==> src/shared/psc_pkg.sv <==
// constants and carriers of the processor status and control register
package psc_pkg;
    localparam int unsigned CLK_MHZ = 20;
    localparam int unsigned AXI_AW = 12;
    localparam logic [AXI_AW-1:0] PSC_IDX = 12'h0FF;
    localparam logic [AXI_AW-1:0] ACT_IDX = 12'h001;
    localparam int unsigned B_RUN = 0;
    localparam int unsigned B_STEP = 1;
    localparam int unsigned B_MASK = 2;
    localparam int unsigned B_SUSP = 3;
    localparam int unsigned B_PU = 4;
    localparam int unsigned B_BUSRST = 5;
    localparam int unsigned B_WDT = 6;
    localparam int unsigned B_IRQ = 7;
    localparam logic [7:0] PSC_POR_VAL = 8'h11;
    localparam logic [7:0] PSC_WDR_VAL = 8'h41;
    localparam logic [1:0] RESP_OK = 2'h0;
    localparam logic [1:0] RESP_SLVERR = 2'h2;
    localparam int unsigned SE0_NS = 8000;
    localparam int unsigned SE0_CYC = (SE0_NS * CLK_MHZ + 999) / 1000;
    localparam int unsigned SHORT_NS = 128000;
    localparam int unsigned SHORT_CYC = (SHORT_NS * CLK_MHZ + 999) / 1000;
    localparam int unsigned LONG_MS = 96;
    localparam int unsigned LONG_CYC = LONG_MS * CLK_MHZ * 1000;
    localparam int unsigned DLY_W = 21;

    typedef struct packed {
        logic awvalid;
        logic [AXI_AW-1:0] awaddr;
        logic wvalid;
        logic [31:0] wdata;
        logic [3:0] wstrb;
        logic bready;
        logic arvalid;
        logic [AXI_AW-1:0] araddr;
        logic rready;
    } axi_req_s;

    typedef struct packed {
        logic awready;
        logic wready;
        logic bvalid;
        logic [1:0] bresp;
        logic arready;
        logic rvalid;
        logic [31:0] rdata;
        logic [1:0] rresp;
    } axi_rsp_s;

    typedef struct packed {
        logic halt_exec;
        logic instr_done;
        logic irq_off_instruction;
        logic irq_on_instruction;
        logic return_from_irq_instruction;
        logic irq_seen;
        logic irq_ack;
    } core_evt_s;

    typedef enum logic [1:0] {ST_RUN, ST_SUSPEND, ST_WAKE} susp_e;
endpackage : psc_pkg

==> src/rtl/processor_status_control_reg.sv <==
// processor status and control register with AXI4-Lite access
//
// The AXI4-Lite slave port was chosen for this implementation.
`timescale 1ns/10ps
`default_nettype none
module processor_status_control_reg #(
    parameter int unsigned LONG_DELAY = psc_pkg::LONG_CYC
) (
    input wire logic aclk,
    input wire logic aresetn,
    input wire psc_pkg::axi_req_s axi_req,
    output var psc_pkg::axi_rsp_s axi_rsp,
    input wire psc_pkg::core_evt_s core_evt,
    input wire logic watchdog_reset,
    input wire logic usb_serial_engine_activity,
    input wire logic usb_dp_pin,
    input wire logic usb_dm_pin,
    input wire logic port3_bit7_pin,
    output logic cpu_go,
    output logic suspend_mode,
    output logic irq_enabled,
    output logic bus_reset_irq
);
    // ------------------------------------------------------------
    // state
    // ------------------------------------------------------------
    typedef struct packed {
        logic [1:0] dp_sync;
        logic [1:0] dm_sync;
        logic [1:0] p37_sync;
        logic [7:0] se0_cnt;
        logic [psc_pkg::DLY_W-1:0] dly_cnt;
        psc_pkg::susp_e st;
        logic run;
        logic step;
        logic int_en;
        logic pu_flag;
        logic busrst;
        logic wdt_flag;
        logic irq_pend;
        logic activity;
        logic aw_got;
        logic w_got;
        logic [psc_pkg::AXI_AW-1:0] waddr;
        logic [7:0] wbyte;
        logic wlane;
        logic cpu_go;
        logic busrst_irq;
        logic susp;
        psc_pkg::axi_rsp_s rsp;
    } state_s;

    state_s q;
    state_s d;
    logic wr_fire;
    logic wr_psc;
    logic se0_now;

    // ------------------------------------------------------------
    // next state
    // ------------------------------------------------------------
    always_comb begin
        d = q;
        d.busrst_irq = 1'b0;
        d.dp_sync = {q.dp_sync[0], usb_dp_pin};
        d.dm_sync = {q.dm_sync[0], usb_dm_pin};
        d.p37_sync = {q.p37_sync[0], port3_bit7_pin};
        se0_now = ~q.dp_sync[1] & ~q.dm_sync[1];

        // bus reset: SE0 held beyond the limit, interrupt only
        if (!se0_now) begin
            d.se0_cnt = 8'h00;
        end else if (q.se0_cnt <= psc_pkg::SE0_CYC[7:0]) begin
            d.se0_cnt = q.se0_cnt + 8'h01;
        end
        if (se0_now && q.se0_cnt == psc_pkg::SE0_CYC[7:0]) begin
            d.busrst = 1'b1;
            d.busrst_irq = 1'b1;
        end

        // interrupt enable, only from instructions and acknowledge
        if (core_evt.irq_off_instruction || core_evt.irq_ack) begin
            d.int_en = 1'b0;
        end else if (core_evt.irq_on_instruction || core_evt.return_from_irq_instruction) begin
            d.int_en = 1'b1;
        end
        if (core_evt.irq_ack) begin
            d.irq_pend = 1'b0;
        end

        // AXI write path
        if (axi_req.awvalid && q.rsp.awready) begin
            d.aw_got = 1'b1;
            d.waddr = axi_req.awaddr;
        end
        if (axi_req.wvalid && q.rsp.wready) begin
            d.w_got = 1'b1;
            d.wbyte = axi_req.wdata[7:0];
            d.wlane = axi_req.wstrb[0];
        end
        wr_fire = q.aw_got && q.w_got && !q.rsp.bvalid;
        wr_psc = wr_fire && q.wlane && q.waddr[psc_pkg::AXI_AW-1:2] == psc_pkg::PSC_IDX[9:0];
        if (wr_fire) begin
            d.aw_got = 1'b0;
            d.w_got = 1'b0;
            d.rsp.bvalid = 1'b1;
            d.rsp.bresp = psc_pkg::RESP_OK;
            if (q.waddr[psc_pkg::AXI_AW-1:2] == psc_pkg::ACT_IDX[9:0]) begin
                if (q.wlane && !q.wbyte[0]) begin
                    d.activity = 1'b0;
                end
            end else if (q.waddr[psc_pkg::AXI_AW-1:2] != psc_pkg::PSC_IDX[9:0]) begin
                d.rsp.bresp = psc_pkg::RESP_SLVERR;
            end
        end
        if (wr_psc) begin
            // mask and pending bits are not writable
            d.run = q.run & q.wbyte[psc_pkg::B_RUN];
            d.step = q.wbyte[psc_pkg::B_STEP];
            d.pu_flag = q.pu_flag & q.wbyte[psc_pkg::B_PU];
            d.wdt_flag = q.wdt_flag & q.wbyte[psc_pkg::B_WDT];
            d.busrst = d.busrst & (q.wbyte[psc_pkg::B_BUSRST] | se0_now);
            if (q.wbyte[psc_pkg::B_SUSP] && !q.activity && !q.irq_pend
                    && q.st == psc_pkg::ST_RUN) begin
                d.st = psc_pkg::ST_SUSPEND;
            end
        end
        if (q.rsp.bvalid && axi_req.bready) begin
            d.rsp.bvalid = 1'b0;
        end

        // hardware sets win over software clears
        if (core_evt.irq_seen) begin
            d.irq_pend = 1'b1;
        end
        if (usb_serial_engine_activity) begin
            d.activity = 1'b1;
        end

        // halt stops at once on halt_exec, single step stops at the end of an instruction
        if (core_evt.halt_exec) begin
            d.run = 1'b0;
        end
        if (core_evt.instr_done && q.step) begin
            d.run = 1'b0;
        end

        // suspend and wake with start-up delay
        case (q.st)
            psc_pkg::ST_RUN: begin
                d.dly_cnt = '0;
            end
            psc_pkg::ST_SUSPEND: begin
                if (q.irq_pend || q.activity) begin
                    d.st = psc_pkg::ST_WAKE;
                    if (q.p37_sync[1] || !q.pu_flag) begin
                        d.dly_cnt = psc_pkg::SHORT_CYC[psc_pkg::DLY_W-1:0];
                    end else begin
                        d.dly_cnt = LONG_DELAY[psc_pkg::DLY_W-1:0];
                    end
                end
            end
            psc_pkg::ST_WAKE: begin
                if (q.dly_cnt <= 1) begin
                    d.st = psc_pkg::ST_RUN;
                    d.dly_cnt = '0;
                end else begin
                    d.dly_cnt = q.dly_cnt - 1'b1;
                end
            end
            default: begin
                d.st = psc_pkg::ST_RUN;
            end
        endcase

        // AXI read path
        if (axi_req.arvalid && q.rsp.arready) begin
            d.rsp.rvalid = 1'b1;
            d.rsp.rresp = psc_pkg::RESP_OK;
            d.rsp.rdata = 32'h0000_0000;
            if (axi_req.araddr[psc_pkg::AXI_AW-1:2] == psc_pkg::PSC_IDX[9:0]) begin
                d.rsp.rdata[7:0] = {q.irq_pend, q.wdt_flag, q.busrst, q.pu_flag,
                                    q.st != psc_pkg::ST_RUN, q.int_en, q.step, q.run};
            end else if (axi_req.araddr[psc_pkg::AXI_AW-1:2] == psc_pkg::ACT_IDX[9:0]) begin
                d.rsp.rdata[0] = q.activity;
            end else begin
                d.rsp.rresp = psc_pkg::RESP_SLVERR;
            end
        end else if (q.rsp.rvalid && axi_req.rready) begin
            d.rsp.rvalid = 1'b0;
        end
        d.rsp.arready = !d.rsp.rvalid;
        d.rsp.awready = !d.aw_got && !d.rsp.bvalid;
        d.rsp.wready = !d.w_got && !d.rsp.bvalid;
        d.cpu_go = d.run && d.st == psc_pkg::ST_RUN;
        d.susp = d.st != psc_pkg::ST_RUN;
    end

    // ------------------------------------------------------------
    // registers and resets
    // ------------------------------------------------------------
    always_ff @(posedge aclk) begin
        if (!aresetn) begin
            q <= '0;
            q.run <= psc_pkg::PSC_POR_VAL[psc_pkg::B_RUN];
            q.pu_flag <= psc_pkg::PSC_POR_VAL[psc_pkg::B_PU];
            q.st <= psc_pkg::ST_RUN;
            q.dm_sync <= 2'h3;
        end else if (watchdog_reset) begin
            q <= '0;
            q.run <= psc_pkg::PSC_WDR_VAL[psc_pkg::B_RUN];
            q.wdt_flag <= psc_pkg::PSC_WDR_VAL[psc_pkg::B_WDT];
            q.st <= psc_pkg::ST_RUN;
            q.dm_sync <= 2'h3;
        end else begin
            q <= d;
        end
    end

    assign axi_rsp = q.rsp;
    assign cpu_go = q.cpu_go;
    assign suspend_mode = q.susp;
    assign irq_enabled = q.int_en;
    assign bus_reset_irq = q.busrst_irq;
endmodule : processor_status_control_reg
`default_nettype wire

==> config.mk <==
export PLATFORM = sky130hd
export DESIGN_NAME = processor_status_control_reg
export DESIGN_NICKNAME = d
export VERILOG_FILES = /design/src/shared/psc_pkg.sv /design/src/rtl/processor_status_control_reg.sv
export SDC_FILE = /design/constraint.sdc
export NUM_CORES = 1
export LEC_CHECK = 0
export BUFFER_PORTS_ARGS = -buffer_cell sky130_fd_sc_hd__buf_2
export CAP_MARGIN = 30
export CORE_MARGIN = 2
export CORE_UTILIZATION = 46
export CTS_CLUSTER_SIZE = 40
export DETAILED_ROUTE_END_ITERATION = 10
export GPL_TIMING_DRIVEN = 0
export PLACE_DENSITY = 0.76
export SETUP_SLACK_MARGIN = 0.4
export SYNTH_ARGS = -nofsm -noshare
export SYNTH_HDL_FRONTEND = slang
export SYNTH_SLANG_ARGS = --single-unit
export TNS_END_PERCENT = 30
==> constraint.sdc <==
create_clock -name aclk -period 2.27 [get_ports aclk]
set_clock_uncertainty 0.15 [all_clocks]
set_input_delay 0.3405 -clock aclk [delete_from_list [all_inputs] [get_ports aclk]]
set_output_delay 0.3405 -clock aclk [all_outputs]
set_load 0.01 [all_outputs]
======== Yosys cells after proc, flatten, opt, wreduce, memory -nomap -nowiden ========
Index checks and enable logic that the tools add are counted.
storage, ports and cells
  word-level logic and storage cells ...... 135
  register bits after elaboration ......... 88
  input bits .............................. 79
  output and inout bits ................... 45
cells by class
  muxes and demuxes ....................... 36
  bitwise operators ....................... 10
  reduce and logical (&&, ||, !) cells .... 46
  equality and inequality tests ........... 9
  add/subtract/negate cells ............... 2
  magnitude comparators ................... 2
operator list
  operator               count
  $mux 72                1
  $pmux 21 s3            1
  $mux 21                2
  $mux 23                1
  $le 21x1->1 const B    1
  $sub 21x1->21 const B  1
  $eq 10x1->1 const B    2
  $eq 10x8->1 const B    2
  $logic_and 1x1->1      18
  $mux 1                 16
  $reduce_bool 2->1      7
  $mux 12                1
  $mux 2                 6
  $mux 10                1
  $ne 10x8->1 const B    1
  $logic_not 1->1        9
  $mux 3                 3
  $mux 9                 1
  $add 8x1->8 const B    1
  $eq 8x8->1 const B     1
  $le 8x8->1 const B     1
  $mux 7                 1
  $pmux 2 s3             1
  $reduce_or 3->1        2
  other kinds (13)       24

======== Longest topological paths before layout ========
Gate-level depths: netlist (run 1).
  depth after elaboration ................. 11
  gate-level depth with buffers ........... 8
  depth with buffers taken out ............ 7

======== Worst setup path after synthesis (run 1) ========
Ideal clock, no wire load.
  path kind ............................... register to register
  from .................................... register q[86] (netlist name)
  to ...................................... register q[86] (netlist name)
  data required time ...................... 1.988 ns
  period minus slack after synthesis ...... 2.154 ns
  stages on the path, launching flop included .. 7
  path buffers ............................ 1
  slack ................................... 0.116 ns
  setup time .............................. 0.132 ns
  data arrival time ....................... 1.872 ns
  cell sequence ........................... dfxtp_1 > or4_1 > buf_2 > or4_1 > o31a_1 > o21ai_0 > a21oi_1
between the ends
  word-level cells in the longest chain between the ends .. 3
  elaborated cells between the ends (all ways) .. 4
RTL lines
  element                                              RTL line                                                                  text
  start: declaration                                   processor_status_control_reg.sv:53                                        state_s q;
  $sub 21x1->21 / $le 21x1->1 (equally long branches)  processor_status_control_reg.sv:168, processor_status_control_reg.sv:164
  $mux 21 *                                            processor_status_control_reg.sv:164                                       if (q.dly_cnt <= 1) begin
  $pmux 21 s3 *                                        processor_status_control_reg.sv:149                                       case (q.st)
Every way passes the cells marked *; elsewhere a longest branch is shown, timed or not.
A chain may end at the register's enable or synchronous reset.

======== Worst setup path in the final report (run 1) ========
  from .................................... register q[76] (netlist name)
  to ...................................... register q[94] (netlist name)
between the ends
  word-level cells in the longest chain between the ends .. 3
  elaborated cells between the ends (all ways) .. 7
RTL lines
  element                                                           RTL line
  $eq 2x1->1 (tied with other cells)                                processor_status_control_reg.sv:149
  $ne 2x2->1 (no line) / $reduce_bool 3->1 (equally long branches)  -
  $reduce_and 2->1 (no line)                                        -
Parallel ways exist; a longest one is shown, timed or not.

==> results of run 1 <==
==> power groups by stage <==
stage | Combinational, mW | Sequential [mW] | Clock (mW)
floorplan | 0.121 | 1.50 | 0
global placement | 0.184 | 1.50 | 0
detailed placement | 0.187 | 1.50 | 0
CTS | 0.190 | 1.47 | 0.927
global route | 0.215 | 1.47 | 0.985
finish | 0.194 | 1.47 | 0.914
==> routing by layer <==
layer | GRT usage (%) | part of all wire [%]
met1 | 24.5 | 42
met2 | 32.8 | 49
met3 | 2.95 | 7.1
met4 | 9.40 | 2.3
met5 | 0 | 0
==> critical path, stage by stage, from the launching register on <==
cell and delay, ns:
dfxtp_1 0.38, inv_1 0.09, ha_1 0.22, nor3b_2 0.19
nor2_1 0.21, clkbuf_4 0.26, and4_1 0.28, a31oi_1 0.14
a311oi_2 0.29
==> flip-flops by register name (all words and copies together) (netlist names) <==
| register | count |
|---|---|
| bus_reset_irq | 1 |
| axi_rsp | 15 |
| irq_enabled | 1 |
| cpu_go | 1 |
| d | 3 |
| suspend_mode | 1 |
| q | 60 |
==> cell type report <==
| type | count | area, µm² |
|---|---|---|
| fillers | 782 | 3530 |
| multi-input cells | 351 | 2170 |
| flip-flops and latches | 82 | 1650 |
| plain buffers | 65 | 448 |
| repair buffers | 80 | 444 |
| clock buffers | 11 | 141 |
| well taps | 108 | 135 |
| inverters | 14 | 52.6 |
| clock inverters | 3 | 17.5 |
==> logic make-up after synthesis <==
kind of cell               Yosys count
other                                1
xor gates and xnor gates             8
buffers and inverters               79
and+or+nand+nor                    209
DFF                                 82
adders and majority gates            8
AOI/OAI and AO/OA                   95
muxes                                4
==> path summary, 6_finish.rpt <==
path | cells past startpoint | startpoint | endpoint | slack [ns]
max reg2reg | 8 | q[76] | q[94] | -0.03
min | 2 | core_evt[0] | irq_enabled | 0.004
max | 8 | q[76] | q[94] | -0.03
min reg2reg | 1 | d[109] | q[109] | 0.27
==> metrics by stage <==
stage / hold WS (ns) / area [µm²]
after CTS: 0.000127 / 4890
final: 0.00416 / 5060
after detailed placement: 0.257 / 4600
after global placement: 0.243 / 4600
after floorplan: 0.236 / 4150
after global routing: 0.0104 / 5060
==> placed cells by master (no fill, tap or decap), types with 18 or more instances in the layout <==
master    n
nand3_1  22
buf_2    65
nor2_1   42
nor3_1   18
conb_1   26
nand2_1  56
dfxtp_1  76
a21oi_1  44
buf_4    53
==> repair_timing <==
item	in CTS	in global routing
pin swaps	10	23
gates cloned	1	2
setup endpoints to repair	32	44
gates resized for setup	14	44
endpoints found under the hold margin	1	0
buffers inserted	7	6
hold buffers	1	0
==> qor.csv, run 1 <==
metric,value,unit
combPwrFrac,7.5,%
track_usage,19.5,%
end_kind,register,
setup_viol,1,
ioPinCount,124,
vias,3776,
dr.pass1.iters,6,
final_cells,714,
routed_wirelength,9600,µm
netSwitchingPower,0.616,mW
vias_per_cell,5.29,
start_kind,register,
synthSimpleGateAreaFrac,27.1,%
first_global_vias,3501,
numCtsBuffers,9,
power,2.57,mW
outcome,"complete, but fails checks",
synthTopCellsByArea,"dfxtp_1, buf_4, a21oi_1, nand2_1, nor2_1",
postSynthAreaPerCell,8.25,µm²
timing.fmax,0.435,GHz
synth_compound_area_share,15.1,%
setup_tns,-0.0299,ns
synth_area_leader_cell,dfxtp_1,
dp_slack,-0.113,ns
ys_seq_area_share,40.9,%
root_buffer,clkbuf_8,
hpwlAfterDp,6670,µm
grt_pass1_wl,15300,µm
initial_core_util,46.7,%
wire_per_inst,13.4,µm
coreArea,8590,µm²
first_iter_violations,216,
p_clk_share,35.5,%
cts.clk_slew.worst_paths,0.08,ns
timing.final.ws_setup,-0.0299,ns
synth_ff_type,dfxtp_1,
syn_inst,486,
hold_violations,0,
syn_to_final_growth,26.1,%
grt_max_degree,13,
dieArea,9480,µm²
violations,negative setup slack,
gp_congestion,0.868,
overflow,0,
io_buffers,63,
period_needed,2.30,ns
rsz0062_at_grt,yes,
criticalPathCategory,register to register,
drive_above_1_share,30.5,%
report.final.slew_viol_count,0,
yosys_warnings,0,
synth_cell_types,58,
clock_sinks,82,
ctsHtreeMaxLevel,3,
p_leak,2.16,nW
diodes,0,
fin_crit_sh,101,%
ctsLongestPathBuffers,2,
synth.most_common_cell,dfxtp_1,
detail-route-antenna-nets,0,
num_rows,34,
synth-adder-area-share,2.50,%
synth.top_cell.area_share,40.9,%
worst_ep_arrival_time,2.40,ns
synthArstFlopShare,0,%
die_y,97.4,µm
p_per_area,509,nW/µm²
ys_ff_latch,82,
seqPwrFrac,57.0,%
cp.required,2.37,ns
relSlewSlack,56.7,%
worstSkewPairLatency,0.35,ns
synthMuxAreaShare,1.03,%
max-cap-violations,0,
dieWidth,97.4,µm
synthXorXnorAreaFrac,1.75,%
syn_area,4010,µm²
synth_top_family_by_area,simple AND/OR/NAND/NOR gates,
dp.cells,683,
fin_nets,690,
antenna_found_initial,0,
worst_slew_pin_slew,0.647,ns
cts_tree,done,
netlist_top_cells_count,"dfxtp_1, nand2_1, a21oi_1",
max-vdd-ir-drop,0.000401,V
drc_errors,0,
final_core_util,58.9,%
p_int,1.96,mW
switching_share,23.9,%
crit_fanout,10,
synth_edf_count,0,
worstHoldPathType,input pin to register,
No activity file was read; power rests on OpenSTA's default activity.
==> run 2, diff against run 1 <==
- SKIP_CTS_REPAIR_TIMING: not set -> 1
- SKIP_LAST_GASP: not set -> 1
==> run 2 against run 1 <==
  * The flow still finishes with violations (negative setup slack)
  * Critical endpoint is now cpu_go
  * Clock power hardly changed
  * Cell area is 2.0% lower
  * Via count is 1.3% lower
  * Maximum frequency is 0.83% lower
  * Count of clock-buffer cells in the layout stayed put
  * Critical path depth is 1 lower
==> qor.csv, run 2 (same netlist as run 1, synthesis figures left out) <==
metric,value,unit
outcome,"complete, but fails checks",
violations,negative setup slack,
setup_viol,6,
detail-route-antenna-nets,0,
switching_share,23.9,%
grt_pass1_wl,14900,µm
die_y,97.4,µm
io_buffers,63,
final_cell_mix,"dfxtp_1, buf_2, nand2_1",
postPlaceCellArea,4600,µm²
end_kind,register,
hold_violations,0,
final_core_util,57.7,%
ctsLongestPathBuffers,2,
p_int,1.96,mW
dieArea,9480,µm²
vias_per_cell,5.27,
p_per_area,519,nW/µm²
routed_wirelength,9370,µm
worst_slew_pin_slew,0.586,ns
cts_tree,done,
crit_fanout,5,
netSwitchingPower,0.615,mW
clock_sinks,82,
vias,3726,
p_leak,2.09,nW
worst_ep_arrival_time,2.46,ns
cts.clk_slew.worst_paths,0.08,ns
dp.cells,683,
dr.pass1.iters,4,
num_rows,34,
p_clk_share,35.5,%
nFillCells,799,
coreArea,8590,µm²
rsz0062_at_grt,yes,
hold_ws,0.000425,ns
initial_core_util,46.7,%
dieWidth,97.4,µm
criticalPathCategory,register to register,
timing.final.ws_setup,-0.0491,ns
period_needed,2.32,ns
drc_errors,0,
cp.required,2.41,ns
fin_crit_sh,102,%
root_buffer,clkbuf_8,
worstSkewPairLatency,0.36,ns
timing.fmax,0.431,GHz
gp_congestion,0.868,
track_usage,18.9,%
drive_above_1_share,26.4,%
first_iter_violations,192,
ioPinCount,124,
worstHoldPathType,input pin to register,
start_kind,register,
largest_reg_flops,60,
syn_to_final_growth,23.5,%
max-cap-violations,0,
seqPwrFrac,57.1,%
relSlewSlack,60.9,%
combPwrFrac,7.4,%
overflow,0,
hpwlAfterDp,6670,µm
largest-register,q,
report.final.slew_viol_count,0,
ctsHtreeMaxLevel,3,
final_cells,707,
first_global_vias,3417,
setup_tns,-0.160,ns
max-vdd-ir-drop,0.000401,V
final_cell_area,4960,µm²
antenna_found_initial,0,
wire_per_inst,13.3,µm
diodes,0,
numCtsBuffers,9,
fin_nets,683,
layout_commonest_cell,dfxtp_1,
grt_max_degree,13,
-- run 2: cell type report --
cell class	count	area (µm²)	area share (%)
multi-input cells	351	2140	43.3
well taps	108	135	2.73
repair buffers	73	390	7.88
flip-flops and latches	82	1640	33.2
inverters	14	52.6	1.06
plain buffers	65	430	8.68
clock buffers	11	141	2.85
clock inverters	3	17.5	0.353
-- run 2: per-stage QoR --
stage,power [mW],setup slack [ns]
after floorplan,1.62,0.165
after global placement,1.68,-0.0962
after detailed placement,1.69,-0.113
after CTS,2.58,-0.136
after global routing,2.67,-0.121
final,2.57,-0.0491
-- run 2: worst max-delay path: stages (launching register included) --
cell,delay (ns)
dfxtp_2,0.35
or4_4,0.51
buf_6,0.15
nor4_4,0.26
buf_6,0.16
a31oi_4,0.12
o32ai_4,0.36
a31o_1,0.21
-- run 2: worst paths after layout --
path                     from     endpoint  slack (ns)  depth (start not counted)
hold reg to reg        d[109]       q[109]        0.28                          1
setup reg to reg        q[87]       cpu_go       -0.05                          7
hold / removal    core_evt[0]  irq_enabled      0.0004                          2
setup / recovery        q[87]       cpu_go       -0.05                          7
-- run 2: metal layers --
layer	vias to the layer above	GRT usage, %	wire [µm]
met1	1700	24.0	4040
met4	0	9.19	223
met5	-	0	0
met2	147	31.4	4510
li1	1860	-	-
met3	19	3.02	600
-- run 2: power by group through the flow --
stage	sequential (mW)	clock (mW)	combinational, mW
after floorplan	1.50	0	0.121
after global placement	1.50	0	0.184
after detailed placement	1.50	0	0.187
after CTS	1.47	0.927	0.187
after global routing	1.47	0.984	0.212
final	1.47	0.914	0.191
==> run 3, diff against run 2 <==
- MAX_ROUTING_LAYER: not set -> met4
- RECOVER_POWER: not set -> 100
==> run 3 against run 2 <==
  * Largest power group unchanged
  * The flow still finishes with violations (negative setup slack)
  * Worst hold slack improved by 0.0017 ns
  * First-iteration DRC count decreased by 0.52%
  * Die area unchanged
  * Worst setup slack gained 0.0023 ns
  * Sequential share of layout area is 0.16 points higher
  * Critical path depth did not move
  * Core utilization shrank 0.28 points
==> qor.csv, run 3 (same netlist as run 1, synthesis figures left out) <==
metric,value,unit
initial_core_util,46.7,%
drc_errors,0,
worst_ep_arrival_time,2.46,ns
timing.final.ws_setup,-0.0467,ns
first_global_vias,3417,
p_clk_share,35.6,%
dieWidth,97.4,µm
combPwrFrac,7.3,%
regArea,1640,µm²
hold_ws,0.00216,ns
die_y,97.4,µm
diodes,0,
report.final.slew_viol_count,0,
drive_above_1_share,23.2,%
criticalPathCategory,register to register,
dieArea,9480,µm²
overflow,0,
multiInputGateArea,2140,µm²
ctsLongestPathBuffers,2,
gp_congestion,0.882,
cp.required,2.41,ns
coreArea,8590,µm²
syn_to_final_growth,23.0,%
hold_violations,0,
largest-register,q,
detail-route-antenna-nets,0,
largest_reg_flops,60,
outcome,"complete, but fails checks",
routed_wirelength,9370,µm
worstSkewPairLatency,0.36,ns
relSlewSlack,61.0,%
grt_max_degree,13,
layout_commonest_cell,dfxtp_1,
vias,3735,
fin_nets,683,
max-vdd-ir-drop,0.000400,V
num_rows,34,
seqPwrFrac,57.1,%
final_cell_mix,"dfxtp_1, nand2_1, buf_2, a21oi_1, buf_4",
cts_tree,done,
cts.clk_slew.worst_paths,0.08,ns
max-cap-violations,0,
p_int,1.95,mW
power,2.57,mW
nFillCells,803,
wire_per_inst,13.2,µm
fin_crit_sh,102,%
clock_sinks,82,
p_leak,2.01,nW
setup_viol,6,
timing.fmax,0.432,GHz
crit_fanout,5,
worstHoldPathType,input pin to register,
end_kind,register,
period_needed,2.32,ns
violations,negative setup slack,
dr.pass1.iters,5,
root_buffer,clkbuf_8,
io_buffers,63,
track_usage,19.5,%
hpwlAfterDp,6670,µm
ioPinCount,124,
antenna_found_initial,0,
first_iter_violations,191,
p_per_area,521,nW/µm²
grt_pass1_wl,14900,µm
switching_share,24.0,%
worst_slew_pin_slew,0.582,ns
rsz0062_at_grt,yes,
vias_per_cell,5.28,
numCtsBuffers,9,
start_kind,register,
netSwitchingPower,0.616,mW
ctsHtreeMaxLevel,3,
==> run 3: path summary, 6_finish.rpt <==
check                     end  slack [ns]  cells past startpoint         from
setup / recovery       cpu_go       -0.05                      7        q[87]
hold / removal    irq_enabled       0.002                      2  core_evt[0]
setup reg to reg       cpu_go       -0.05                      7        q[87]
hold reg to reg        q[109]        0.28                      1       d[109]
==> run 3: power by group through the flow <==
| stage | Combinational (mW) | Clock [mW] | Sequential (mW) |
|---|---|---|---|
| after floorplan | 0.121 | 0 | 1.50 |
| after global placement | 0.184 | 0 | 1.50 |
| after detailed placement | 0.187 | 0 | 1.50 |
| after CTS | 0.187 | 0.927 | 1.47 |
| after global routing | 0.211 | 0.984 | 1.47 |
| final | 0.189 | 0.914 | 1.47 |
==> run 3: final cells by class <==
class	instances	share of cell area, %
clock buffer	11	2.87
buffer	65	8.73
multi-input combinational	351	43.5
inverter	14	1.07
clock inverter	3	0.355
sequential	82	33.3
tap	108	2.74
timing repair buffer	73	7.43
==> run 3: metrics by stage <==
stage / worst slack, ns / area (µm²) / std cells / setup TNS (ns) / utilization (%)
final: -0.0467 / 4930 / 707 / -0.158 / 57.4
after global routing: -0.114 / 4930 / 707 / -1.29 / 57.4
after CTS: -0.136 / 4760 / 697 / -2.03 / 55.4
after detailed placement: -0.113 / 4600 / 683 / -1.67 / 53.6
after global placement: -0.0962 / 4600 / 682 / -1.29 / 53.5
after floorplan: 0.165 / 4150 / 511 / 0 / -
==> run 3: worst max-delay path: stages (launching register included) <==
cell and delay (ns):
dfxtp_2 0.35, or4_4 0.51, buf_6 0.15, nor4_4 0.26, buf_6 0.16, a31oi_4 0.12, o32ai_4 0.35, a31o_1 0.21
==> run 3: per-layer routing <==
layer  wire [µm]  GRT usage [%]
met1        3960           24.2
met2        4530           31.4
met3         641           2.73
met4         233           9.19
met5           0              -
